## src/rtl/scm_defines.svh

```systemverilog
// Offsets, reset values, field positions and timing counts of the block.
`ifndef SCM_DEFINES_SVH
`define SCM_DEFINES_SVH

// Clock period and the one millisecond time base, in nanoseconds.
`define SCM_CLK_PERIOD_NS 4
`define SCM_MS_NS 1000000
`define SCM_CYC_PER_MS (`SCM_MS_NS / `SCM_CLK_PERIOD_NS)

// Rated motor speed in rpm, the reference for the ramp slope.
`define SCM_RATED_RPM 3000

// Register byte offsets on the bus.
`define SCM_OFS_JOG 8'h00
`define SCM_OFS_ACC_T 8'h04
`define SCM_OFS_DEC_T 8'h08
`define SCM_OFS_MATCH 8'h0c
`define SCM_OFS_REACH 8'h10
`define SCM_OFS_ZERO 8'h14
`define SCM_OFS_ADTHR 8'h18
`define SCM_OFS_FBT 8'h1c
`define SCM_OFS_DISPT 8'h20
`define SCM_OFS_FILT 8'h24
`define SCM_OFS_DISP 8'h28
`define SCM_OFS_CMD 8'h2c
`define SCM_OFS_LIVE 8'h30
`define SCM_OFS_IST 8'h34
`define SCM_OFS_IMASK 8'h38

// Reset values of the writable registers.
`define SCM_JOG_RST 16'h0014
`define SCM_ACC_T_RST 16'h01f4
`define SCM_DEC_T_RST 16'h01f4
`define SCM_MATCH_RST 16'h000a
`define SCM_REACH_RST 16'h03e8
`define SCM_ZERO_RST 16'h0005
`define SCM_ADTHR_RST 16'h000a
`define SCM_FBT_RST 16'h0001
`define SCM_DISPT_RST 16'h012c
`define SCM_IMASK_RST 7'h00

// Bit positions of the status outputs in live, status and mask words.
`define SCM_B_MATCH 0
`define SCM_B_REACH 1
`define SCM_B_ZERO 2
`define SCM_B_ACC 3
`define SCM_B_DEC 4
`define SCM_B_FWD 5
`define SCM_B_REV 6

`endif

```

## src/rtl/scm_pkg.sv

```systemverilog
// Types shared by the speed command and status logic.
`default_nettype none
package scm_pkg;

	// Whole state of the first-order filter.
	typedef struct packed {
		logic signed [15:0] y;
		logic signed [35:0] acc;
	} scm_lpf_state_t;

	// State of the core module, apart from the reset release flops and the two filters.
	typedef struct packed {
		logic ack;
		logic [31:0] rdat;
		logic [15:0] jog;
		logic [15:0] acc_t;
		logic [15:0] dec_t;
		logic [15:0] match;
		logic [15:0] reach;
		logic [15:0] zero;
		logic [15:0] adthr;
		logic [15:0] fbt;
		logic [15:0] dispt;
		logic [6:0] mask;
		logic [6:0] ist;
		logic [6:0] outs;
		logic signed [15:0] cmd_ref;
		logic [35:0] racc;
		logic [31:0] ms;
		logic [16:0] prev_abs;
		logic irq;
	} scm_state_t;

endpackage
`default_nettype wire

```

## src/rtl/scm_lpf.sv

```systemverilog
// First-order low-pass filter built on an error accumulator.
`timescale 1ns/1ns
`default_nettype none
module scm_lpf
	import scm_pkg::*;
(
	input wire logic i_mclk,
	input wire logic i_rst_n,
	input wire logic signed [15:0] i_x,
	input wire logic [35:0] i_limit,
	output logic signed [15:0] o_y
);

	scm_lpf_state_t s;
	scm_lpf_state_t n;
	logic signed [35:0] sum;
	logic signed [35:0] lim;

	////////////////////////////////////////////////////////////////////////
	// Each cycle the error adds to the accumulator; one rpm step is taken
	// per limit's worth, so dy/dt equals error over limit cycles. This
	// avoids a divider at the cost of one rpm resolution.
	always_comb begin
		n = s;
		lim = $signed(i_limit);
		sum = s.acc + (36'(i_x) - 36'(s.y));
		if (i_limit == 36'h0_0000_0000) begin
			n.y = i_x;
			n.acc = '0;
		end else if (sum >= lim) begin
			n.y = s.y + 16'sd1;
			n.acc = sum - lim;
		end else if (sum <= -lim) begin
			n.y = s.y - 16'sd1;
			n.acc = sum + lim;
		end else begin
			n.acc = sum;
		end
	end

	// State register.
	always_ff @(posedge i_mclk or negedge i_rst_n) begin
		if (!i_rst_n) begin
			s <= '0;
		end else begin
			s <= n;
		end
	end

	assign o_y = s.y;

endmodule // scm_lpf
`default_nettype wire

```

## src/rtl/scm_core.sv

```systemverilog
// Speed command modifiers, ramp, speed filters and speed status outputs.
//
// Our own choices: the placing of the registers and register access over Wishbone.
`timescale 1ns/1ns
`default_nettype none
`include "scm_defines.svh"
module scm_core
	import scm_pkg::*;
#(
	parameter int CYC_PER_MS = `SCM_CYC_PER_MS,
	parameter int RATED_RPM = `SCM_RATED_RPM
)
(
	input wire logic i_mclk,
	input wire logic i_rst_n,
	input wire logic i_wb_cyc,
	input wire logic i_wb_stb,
	input wire logic i_wb_we,
	input wire logic [7:0] i_wb_adr,
	input wire logic [3:0] i_wb_sel,
	input wire logic [31:0] i_wb_dat,
	output logic [31:0] o_wb_dat,
	output logic o_wb_ack,
	input wire logic i_speed_mode,
	input wire logic signed [15:0] i_speed_cmd,
	input wire logic signed [15:0] i_speed_fb,
	input wire logic i_command_invert_input,
	input wire logic i_command_pause_input,
	input wire logic i_forward_jog_input,
	input wire logic i_reverse_jog_input,
	output logic signed [15:0] o_speed_ref,
	output logic signed [15:0] o_filtered_actual_speed,
	output logic signed [15:0] o_display_speed,
	output logic o_speed_match_output,
	output logic o_speed_reached_output,
	output logic o_zero_speed_output,
	output logic o_accelerating_output,
	output logic o_decelerating_output,
	output logic o_forward_rotation_output,
	output logic o_reverse_rotation_output,
	output logic o_irq
);

	////////////////////////////////////////////////////////////////////////
	// Helpers.

	// Converts a time in milliseconds to clock cycles.
	function automatic logic [35:0] ms_to_cyc(input logic [15:0] t);
		return 36'(t) * 36'(CYC_PER_MS);
	endfunction

	// Magnitude of a signed 16-bit speed, one bit wider so -32768 fits.
	function automatic logic [16:0] mag(input logic signed [15:0] v);
		return v[15] ? 17'(-18'(v)) : 17'(v);
	endfunction

	// Clamps an 18-bit signed sum into the 16-bit speed range.
	function automatic logic signed [15:0] sat16(
		input logic signed [17:0] v);
		if (v > 18'sd32767) begin
			return 16'sh7fff;
		end else if (v < -18'sd32768) begin
			return 16'sh8000;
		end else begin
			return v[15:0];
		end
	endfunction

	// Byte-lane merge of a 16-bit register with a bus write.
	function automatic logic [15:0] wr16(input logic [15:0] old,
		input logic [31:0] d, input logic [3:0] sel);
		return {sel[1] ? d[15:8] : old[15:8], sel[0] ? d[7:0] : old[7:0]};
	endfunction

	// Word offset of a bus address; the two byte bits are ignored.
	function automatic logic [7:0] word_ofs(input logic [7:0] a);
		return {a[7:2], 2'b00};
	endfunction

	////////////////////////////////////////////////////////////////////////
	// Reset release through two flip-flops.
	// Reset asserts at once but leaves only on a clock edge, so no flop
	// sees its release inside a setup window.

	logic [1:0] rst_sync;
	logic rst_n;

	always_ff @(posedge i_mclk or negedge i_rst_n) begin
		if (!i_rst_n) begin
			rst_sync <= 2'b00;
		end else begin
			rst_sync <= {rst_sync[0], 1'b1};
		end
	end

	assign rst_n = rst_sync[1];

	////////////////////////////////////////////////////////////////////////
	// Speed filters.

	scm_state_t s;
	scm_state_t n;
	logic signed [15:0] filt;
	logic signed [15:0] disp;
	logic [35:0] fb_lim;
	logic [35:0] disp_lim;

	// The two filters have independent time constants from software.
	// A time of zero passes the feedback straight through, one cycle late.
	assign fb_lim = ms_to_cyc(s.fbt);
	assign disp_lim = ms_to_cyc(s.dispt);

	// Feedback filter producing the filtered actual speed.
	scm_lpf u_fb_lpf (
		.i_mclk(i_mclk),
		.i_rst_n(rst_n),
		.i_x(i_speed_fb),
		.i_limit(fb_lim),
		.o_y(filt)
	);

	// Display filter, fed from raw feedback so it never slows status.
	scm_lpf u_disp_lpf (
		.i_mclk(i_mclk),
		.i_rst_n(rst_n),
		.i_x(i_speed_fb),
		.i_limit(disp_lim),
		.o_y(disp)
	);

	////////////////////////////////////////////////////////////////////////
	// Combinational next-state signals.

	logic signed [16:0] inv_cmd;
	logic signed [16:0] jog_add;
	logic signed [15:0] target;
	logic away;
	logic [35:0] ramp_lim;
	logic [35:0] ramp_sum;
	logic ms_tick;
	logic [16:0] fmag;
	logic [16:0] err_mag;
	logic [6:0] rise;
	logic req;
	logic rd_ist;
	logic [31:0] rd_val;

	////////////////////////////////////////////////////////////////////////
	// Read multiplexer; unmapped offsets read as zero.
	// The data is taken when the request is seen, so the answer shows
	// the registers as they stood one cycle before ack.
	always_comb begin
		rd_val = 32'h0000_0000;
		unique case (word_ofs(i_wb_adr))
			`SCM_OFS_JOG: rd_val = {16'h0000, s.jog};
			`SCM_OFS_ACC_T: rd_val = {16'h0000, s.acc_t};
			`SCM_OFS_DEC_T: rd_val = {16'h0000, s.dec_t};
			`SCM_OFS_MATCH: rd_val = {16'h0000, s.match};
			`SCM_OFS_REACH: rd_val = {16'h0000, s.reach};
			`SCM_OFS_ZERO: rd_val = {16'h0000, s.zero};
			`SCM_OFS_ADTHR: rd_val = {16'h0000, s.adthr};
			`SCM_OFS_FBT: rd_val = {16'h0000, s.fbt};
			`SCM_OFS_DISPT: rd_val = {16'h0000, s.dispt};
			`SCM_OFS_FILT: rd_val = {16'h0000, filt};
			`SCM_OFS_DISP: rd_val = {16'h0000, disp};
			`SCM_OFS_CMD: rd_val = {16'h0000, s.cmd_ref};
			`SCM_OFS_LIVE: rd_val = {25'h000_0000, s.outs};
			`SCM_OFS_IST: rd_val = {25'h000_0000, s.ist};
			`SCM_OFS_IMASK: rd_val = {25'h000_0000, s.mask};
			default: rd_val = 32'h0000_0000;
		endcase
	end

	////////////////////////////////////////////////////////////////////////
	// Next state: command path, ramp, status, interrupts and bus.
	always_comb begin
		n = s;
		req = i_wb_cyc & i_wb_stb;
		rd_ist = 1'b0;
		ramp_lim = '0;
		ramp_sum = '0;
		away = 1'b0;

		// Command modifiers: invert, then jog offset in speed mode.
		inv_cmd = i_command_invert_input ? -17'(i_speed_cmd)
			: 17'(i_speed_cmd);
		jog_add = '0;
		if (i_speed_mode && i_forward_jog_input && !i_reverse_jog_input) begin
			jog_add = 17'(s.jog);
		end else if (i_speed_mode && i_reverse_jog_input
			&& !i_forward_jog_input) begin
			jog_add = -17'(s.jog);
		end
		target = sat16(18'(inv_cmd) + 18'(jog_add));

		// Ramp: a Bresenham walk, one rpm per ramp time worth of rated
		// speed. Moving away from zero uses the acceleration time.
		// Limitation: at most one rpm per cycle, so the rated speed must
		// not exceed the shortest nonzero ramp time counted in cycles.
		if (i_command_pause_input) begin
			n.cmd_ref = '0;
			n.racc = '0;
		end else if (target == s.cmd_ref) begin
			n.racc = '0;
		end else begin
			away = (target > s.cmd_ref) ? (s.cmd_ref >= 16'sd0)
				: (s.cmd_ref <= 16'sd0);
			ramp_lim = ms_to_cyc(away ? s.acc_t : s.dec_t);
			ramp_sum = s.racc + 36'(RATED_RPM);
			if (ramp_lim == '0) begin
				n.cmd_ref = target;
				n.racc = '0;
			end else if (ramp_sum >= ramp_lim) begin
				n.cmd_ref = (target > s.cmd_ref) ? s.cmd_ref + 16'sd1
					: s.cmd_ref - 16'sd1;
				n.racc = ramp_sum - ramp_lim;
			end else begin
				n.racc = ramp_sum;
			end
		end

		// Millisecond time base for the acceleration measurement.
		ms_tick = (s.ms == 32'(CYC_PER_MS - 1));
		n.ms = ms_tick ? 32'h0000_0000 : s.ms + 32'h0000_0001;

		// Level status outputs; speed match is compared against the applied command.
		// They lag the filtered speed by one cycle, which keeps every
		// output straight from a flip-flop.
		fmag = mag(filt);
		err_mag = mag(sat16(18'(filt) - 18'(s.cmd_ref)));
		n.outs[`SCM_B_MATCH] = err_mag < 17'(s.match);
		n.outs[`SCM_B_REACH] = fmag > 17'(s.reach);
		n.outs[`SCM_B_ZERO] = fmag < 17'(s.zero);
		n.outs[`SCM_B_FWD] = 17'(filt) > $signed({1'b0, s.zero});
		n.outs[`SCM_B_REV] = 17'(filt) < -$signed({1'b0, s.zero});

		// Acceleration is the change of magnitude per millisecond.
		// Changes inside one millisecond are not seen; this trades speed
		// of response for a small comparator and no divider.
		if (ms_tick) begin
			n.prev_abs = fmag;
			n.outs[`SCM_B_ACC] = (fmag > s.prev_abs)
				&& (fmag - s.prev_abs > 17'(s.adthr));
			n.outs[`SCM_B_DEC] = (s.prev_abs > fmag)
				&& (s.prev_abs - fmag > 17'(s.adthr));
		end

		// Wishbone: ack one cycle after the request; a write and the
		// status read-clear act on the edge where the master sees ack.
		if (req && !s.ack) begin
			n.ack = 1'b1;
			n.rdat = rd_val;
		end else if (s.ack) begin
			n.ack = 1'b0;
			if (req && i_wb_we) begin
				// Only sel[1:0] matter: no writable register is wider.
				unique case (word_ofs(i_wb_adr))
					`SCM_OFS_JOG: n.jog = wr16(s.jog, i_wb_dat, i_wb_sel);
					`SCM_OFS_ACC_T:
						n.acc_t = wr16(s.acc_t, i_wb_dat, i_wb_sel);
					`SCM_OFS_DEC_T:
						n.dec_t = wr16(s.dec_t, i_wb_dat, i_wb_sel);
					`SCM_OFS_MATCH:
						n.match = wr16(s.match, i_wb_dat, i_wb_sel);
					`SCM_OFS_REACH:
						n.reach = wr16(s.reach, i_wb_dat, i_wb_sel);
					`SCM_OFS_ZERO: n.zero = wr16(s.zero, i_wb_dat, i_wb_sel);
					`SCM_OFS_ADTHR:
						n.adthr = wr16(s.adthr, i_wb_dat, i_wb_sel);
					`SCM_OFS_FBT: n.fbt = wr16(s.fbt, i_wb_dat, i_wb_sel);
					`SCM_OFS_DISPT:
						n.dispt = wr16(s.dispt, i_wb_dat, i_wb_sel);
					`SCM_OFS_IMASK: begin
						if (i_wb_sel[0]) begin
							n.mask = i_wb_dat[6:0];
						end
					end
					default: begin
					end
				endcase
			end else if (req && (word_ofs(i_wb_adr) == `SCM_OFS_IST)) begin
				rd_ist = 1'b1;
			end
		end

		// Sticky events on each rising status output; a new event in
		// the clearing cycle survives, since it is ORed in after.
		rise = n.outs & ~s.outs;
		n.ist = (rd_ist ? 7'h00 : s.ist) | rise;
		n.irq = |(n.ist & n.mask);
	end

	////////////////////////////////////////////////////////////////////////
	// State register with the documented reset values.
	always_ff @(posedge i_mclk or negedge rst_n) begin
		if (!rst_n) begin
			s <= '0;
			s.jog <= `SCM_JOG_RST;
			s.acc_t <= `SCM_ACC_T_RST;
			s.dec_t <= `SCM_DEC_T_RST;
			s.match <= `SCM_MATCH_RST;
			s.reach <= `SCM_REACH_RST;
			s.zero <= `SCM_ZERO_RST;
			s.adthr <= `SCM_ADTHR_RST;
			s.fbt <= `SCM_FBT_RST;
			s.dispt <= `SCM_DISPT_RST;
			s.mask <= `SCM_IMASK_RST;
		end else begin
			s <= n;
		end
	end

	////////////////////////////////////////////////////////////////////////
	// Outputs, all straight from flip-flops.
	assign o_wb_dat = s.rdat;
	assign o_wb_ack = s.ack;
	assign o_speed_ref = s.cmd_ref;
	assign o_filtered_actual_speed = filt;
	assign o_display_speed = disp;
	assign o_speed_match_output = s.outs[`SCM_B_MATCH];
	assign o_speed_reached_output = s.outs[`SCM_B_REACH];
	assign o_zero_speed_output = s.outs[`SCM_B_ZERO];
	assign o_accelerating_output = s.outs[`SCM_B_ACC];
	assign o_decelerating_output = s.outs[`SCM_B_DEC];
	assign o_forward_rotation_output = s.outs[`SCM_B_FWD];
	assign o_reverse_rotation_output = s.outs[`SCM_B_REV];
	assign o_irq = s.irq;

endmodule // scm_core
`default_nettype wire

```

## config.mk

```make
export PLATFORM = sky130hd
export DESIGN_NAME = scm_core
export DESIGN_NICKNAME = d
export VERILOG_FILES = /design/src/rtl/scm_pkg.sv /design/src/rtl/scm_lpf.sv /design/src/rtl/scm_core.sv
export VERILOG_INCLUDE_DIRS = /design/src /design/src/rtl
export SDC_FILE = /design/constraint.sdc
export NUM_CORES = 2
export LEC_CHECK = 0
export ABC_AREA = 1
export BUFFER_PORTS_ARGS = -buffer_cell sky130_fd_sc_hd__buf_4
export CAP_MARGIN = 20
export CELL_PAD_IN_SITES_DETAIL_PLACEMENT = 1
export CELL_PAD_IN_SITES_GLOBAL_PLACEMENT = 2
export CORE_ASPECT_RATIO = 1.5
export CORE_MARGIN = 8
export CORE_UTILIZATION = 41
export CTS_CLUSTER_DIAMETER = 80
export DETAILED_ROUTE_END_ITERATION = 6
export PLACE_DENSITY = 0.95
export SYNTH_ARGS = -nofsm -noshare
export SYNTH_HDL_FRONTEND = slang
export SYNTH_SLANG_ARGS = --single-unit
```

## constraint.sdc

```tcl
create_clock -name i_mclk -period 25.5 [get_ports i_mclk]
set_input_delay 5.1 -clock i_mclk [delete_from_list [all_inputs] [get_ports i_mclk]]
set_output_delay 5.1 -clock i_mclk [all_outputs]
set_load 0.01 [all_outputs]
```

==> metrics.cfg <==
[timing]
hold_viol = 0
fin_skew_ns = 0.0247
fmax_mhz = 52.4
period_share = 0.749
setup_tns_ns = 0
rsz0062_at_grt = false
relSlewSlack = 0.196
fin_crit_ns = 19.10
tightestPinTransition_ns = 1.21
drv_slew = 0
setup_violations = 0

[floorplan]
io_pins = 175
die_w_um = 321
num_rows = 167
initial_core_util = 0.413
dieArea_mm2 = 0.152
die_h_um = 473
core_mm2 = 0.138

[synthesis]
synth-simple-area-share = 0.223
yosys.cell_types.count = 83
yosysTopAreaCell = ha_1
yosysTopAreaCellShare = 0.192
synth-edff-count = 0
synth.area.top_cells = ha_1 19%, dfrtp_1 16%, nand2_1 10%, inv_1 8.0%, fa_1 6.2%
syn_area_mm2 = 0.0571
synthCells = 8086
synth_seq_cells = 387
synthFlopType = dfrtp_1
synth_compound_area_frac = 0.166
synth_top_family_by_area = adder cells
ys_async_sr_fraction = 1.00
yosys_warnings = 0
yosys.area_share.xor_xnor = 0.0804
seq_area_frac_synth = 0.170
synth_area_per_cell_um2 = 7.06
synth_common_cells = 1564 x nand2_1, 1222 x inv_1, 878 x ha_1
synth_fa_ha_area_frac = 0.255
synth.most_common_cell = nand2_1
muxShareOfSynthArea = 0.000395

[cts]
htree_num_levels = 2
clock_path_buffers = 3
cts_buffers = 48
cts_tree = built
postCtsHoldBufs = 0
root_buffer = clkbuf_16
cts.clk_slew.worst_paths_ns = 0.06
cts_resized = 0
cts_setup_buffers = 0
clock-sinks = 387
worstSkewPairLatency_ns = 0.66

[layout]
fillers = 17718
syn_to_final_growth_pct = 7.63
fin_nets = 9250
drive_above_1_share = 0.0583

[worst_setup_path]
slowest_stage = o21ai_0
slowest_delay_ns = 0.90
arrival_ns = 19.63
crit_fanout = 34
critical_path_class = in2reg
cp-end-kind = flip-flop
crit_required_ns = 26.03
startpoint_type = primary input
crit_top_cell = nand2_1

[place]
gp_congestion = 0.950
hpwl_um = 185000
port_buffers = 138

[global_route]
met1_usage = 0.317
busiest_layer = met2
grt_usage = 0.285
antenna_found_initial = 9
grt_overflow = 0
grt_pass1_vias = 60206
grt_use_met2 = 0.514
grt_max_degree = 75
grtUsageMet3 = 0.0401
grt_pass1_wl_um = 341000

[min_path]
hold_class = reg2reg

[flow_run]
drv_cap = 0

[drt]
drtPass1Iterations = 5
route.detailed.drc = 0
wl_um = 222000
via_per_inst = 5.61
first_iter_violations = 3131
routedWlPerCell_um = 22.1
num_vias = 56181
drtAntennaViolNets = 0

[status]
run_status = completed

## cells by family after synthesis
| family | after synthesis |
|---|---|
| and+or+nand+nor | 2995 |
| AOI/OAI and AO/OA | 1661 |
| buffers and inverters | 1482 |
| adders and majority gates | 1055 |
| xor gates and xnor gates | 502 |
| DFF | 387 |
| other | 2 |
| muxes | 2 |
## sequential cells by signal, indices dropped and copies added, names as in the netlist
register	flops
o_speed_ref	16
o_decelerating_output	1
s	240
u_fb_lpf.o_y	16
o_forward_rotation_output	1
o_speed_reached_output	1
rst_sync	2
u_fb_lpf.s	36
u_disp_lpf.o_y	16
u_disp_lpf.s	36
o_wb_ack	1
o_reverse_rotation_output	1
o_speed_match_output	1
o_wb_dat	16
o_irq	1
o_accelerating_output	1
o_zero_speed_output	1
## routing by layer
layer	vias up	share of wire
li1	26721	-
met1	27509	0.39
met2	1360	0.50
met3	585	0.048
met4	6	0.069
met5	-	0.00017
## area by class of cell
type | count | area (um^2) | share of cell area
antenna | 4 | 10.0 | 0.000163
clock buffer | 56 | 1270 | 0.0207
clock inverter | 33 | 507 | 0.00825
inverter | 1248 | 4680 | 0.0762
multi-input combinational | 6234 | 41500 | 0.675
sequential | 387 | 9730 | 0.158
tap | 1859 | 2330 | 0.0379
timing repair buffer | 190 | 1450 | 0.0235
## critical path, delay by kind of cell
kind            cells  cell delay [ns]
simple gates       23             5.53
fa+ha+maj           9             3.57
compound gates     12             3.22
buf+inv            10             1.72
xor+xnor            2             0.39
## path summary, 6_finish.rpt
check                               startpoint              to  slack, ns  cells after the start
setup / recovery           i_reverse_jog_input           s[79]       6.40                     56
hold / removal                     rst_sync[0]     rst_sync[1]       0.35                      0
setup reg to reg                        s[251]           s[79]      10.95                     58
hold reg to reg                    rst_sync[0]     rst_sync[1]       0.35                      0
max in group asynchronous              i_rst_n     rst_sync[1]      21.19                      1
min in group asynchronous          rst_sync[1]  u_fb_lpf.s[32]       0.41                      0
## placed cells by master, fill, tap and decap left out, types with 28 or more instances in the layout
| cell type | instances |
|---|---|
| o21bai_1 | 39 |
| a21oi_1 | 600 |
| o21a_1 | 28 |
| o21ai_0 | 551 |
| a211oi_1 | 34 |
| nor2_1 | 670 |
| nor4_1 | 53 |
| nor3_1 | 164 |
| nand4_1 | 103 |
| a31oi_1 | 38 |
| xor2_1 | 364 |
| dfrtp_1 | 355 |
| xnor2_1 | 114 |
| dfstp_2 | 31 |
| nand2_1 | 1562 |
| clkbuf_16 | 48 |
| inv_1 | 1222 |
| o21ai_1 | 91 |
| ha_1 | 878 |
| a221oi_1 | 46 |
| o211ai_1 | 39 |
| o22ai_1 | 36 |
| a21o_1 | 43 |
| fa_1 | 177 |
| buf_4 | 189 |
| nand3_1 | 325 |
## through the flow
stage	hold WS [ns]	instance area (um^2)	util	instances	setup WS, ns
final	0.348	61400	0.445	10011	6.40
after global routing	0.370	61400	0.445	10009	5.26
after CTS	0.350	61400	0.445	10006	6.29
after detailed placement	0.336	59600	0.432	9917	5.69
after global placement	0.334	59600	0.432	9917	5.87
after floorplan	0.331	57100	-	8103	9.19
Power is not shown: default switching activity piles up to over one toggle a cycle in this logic, so the estimate is an artifact.
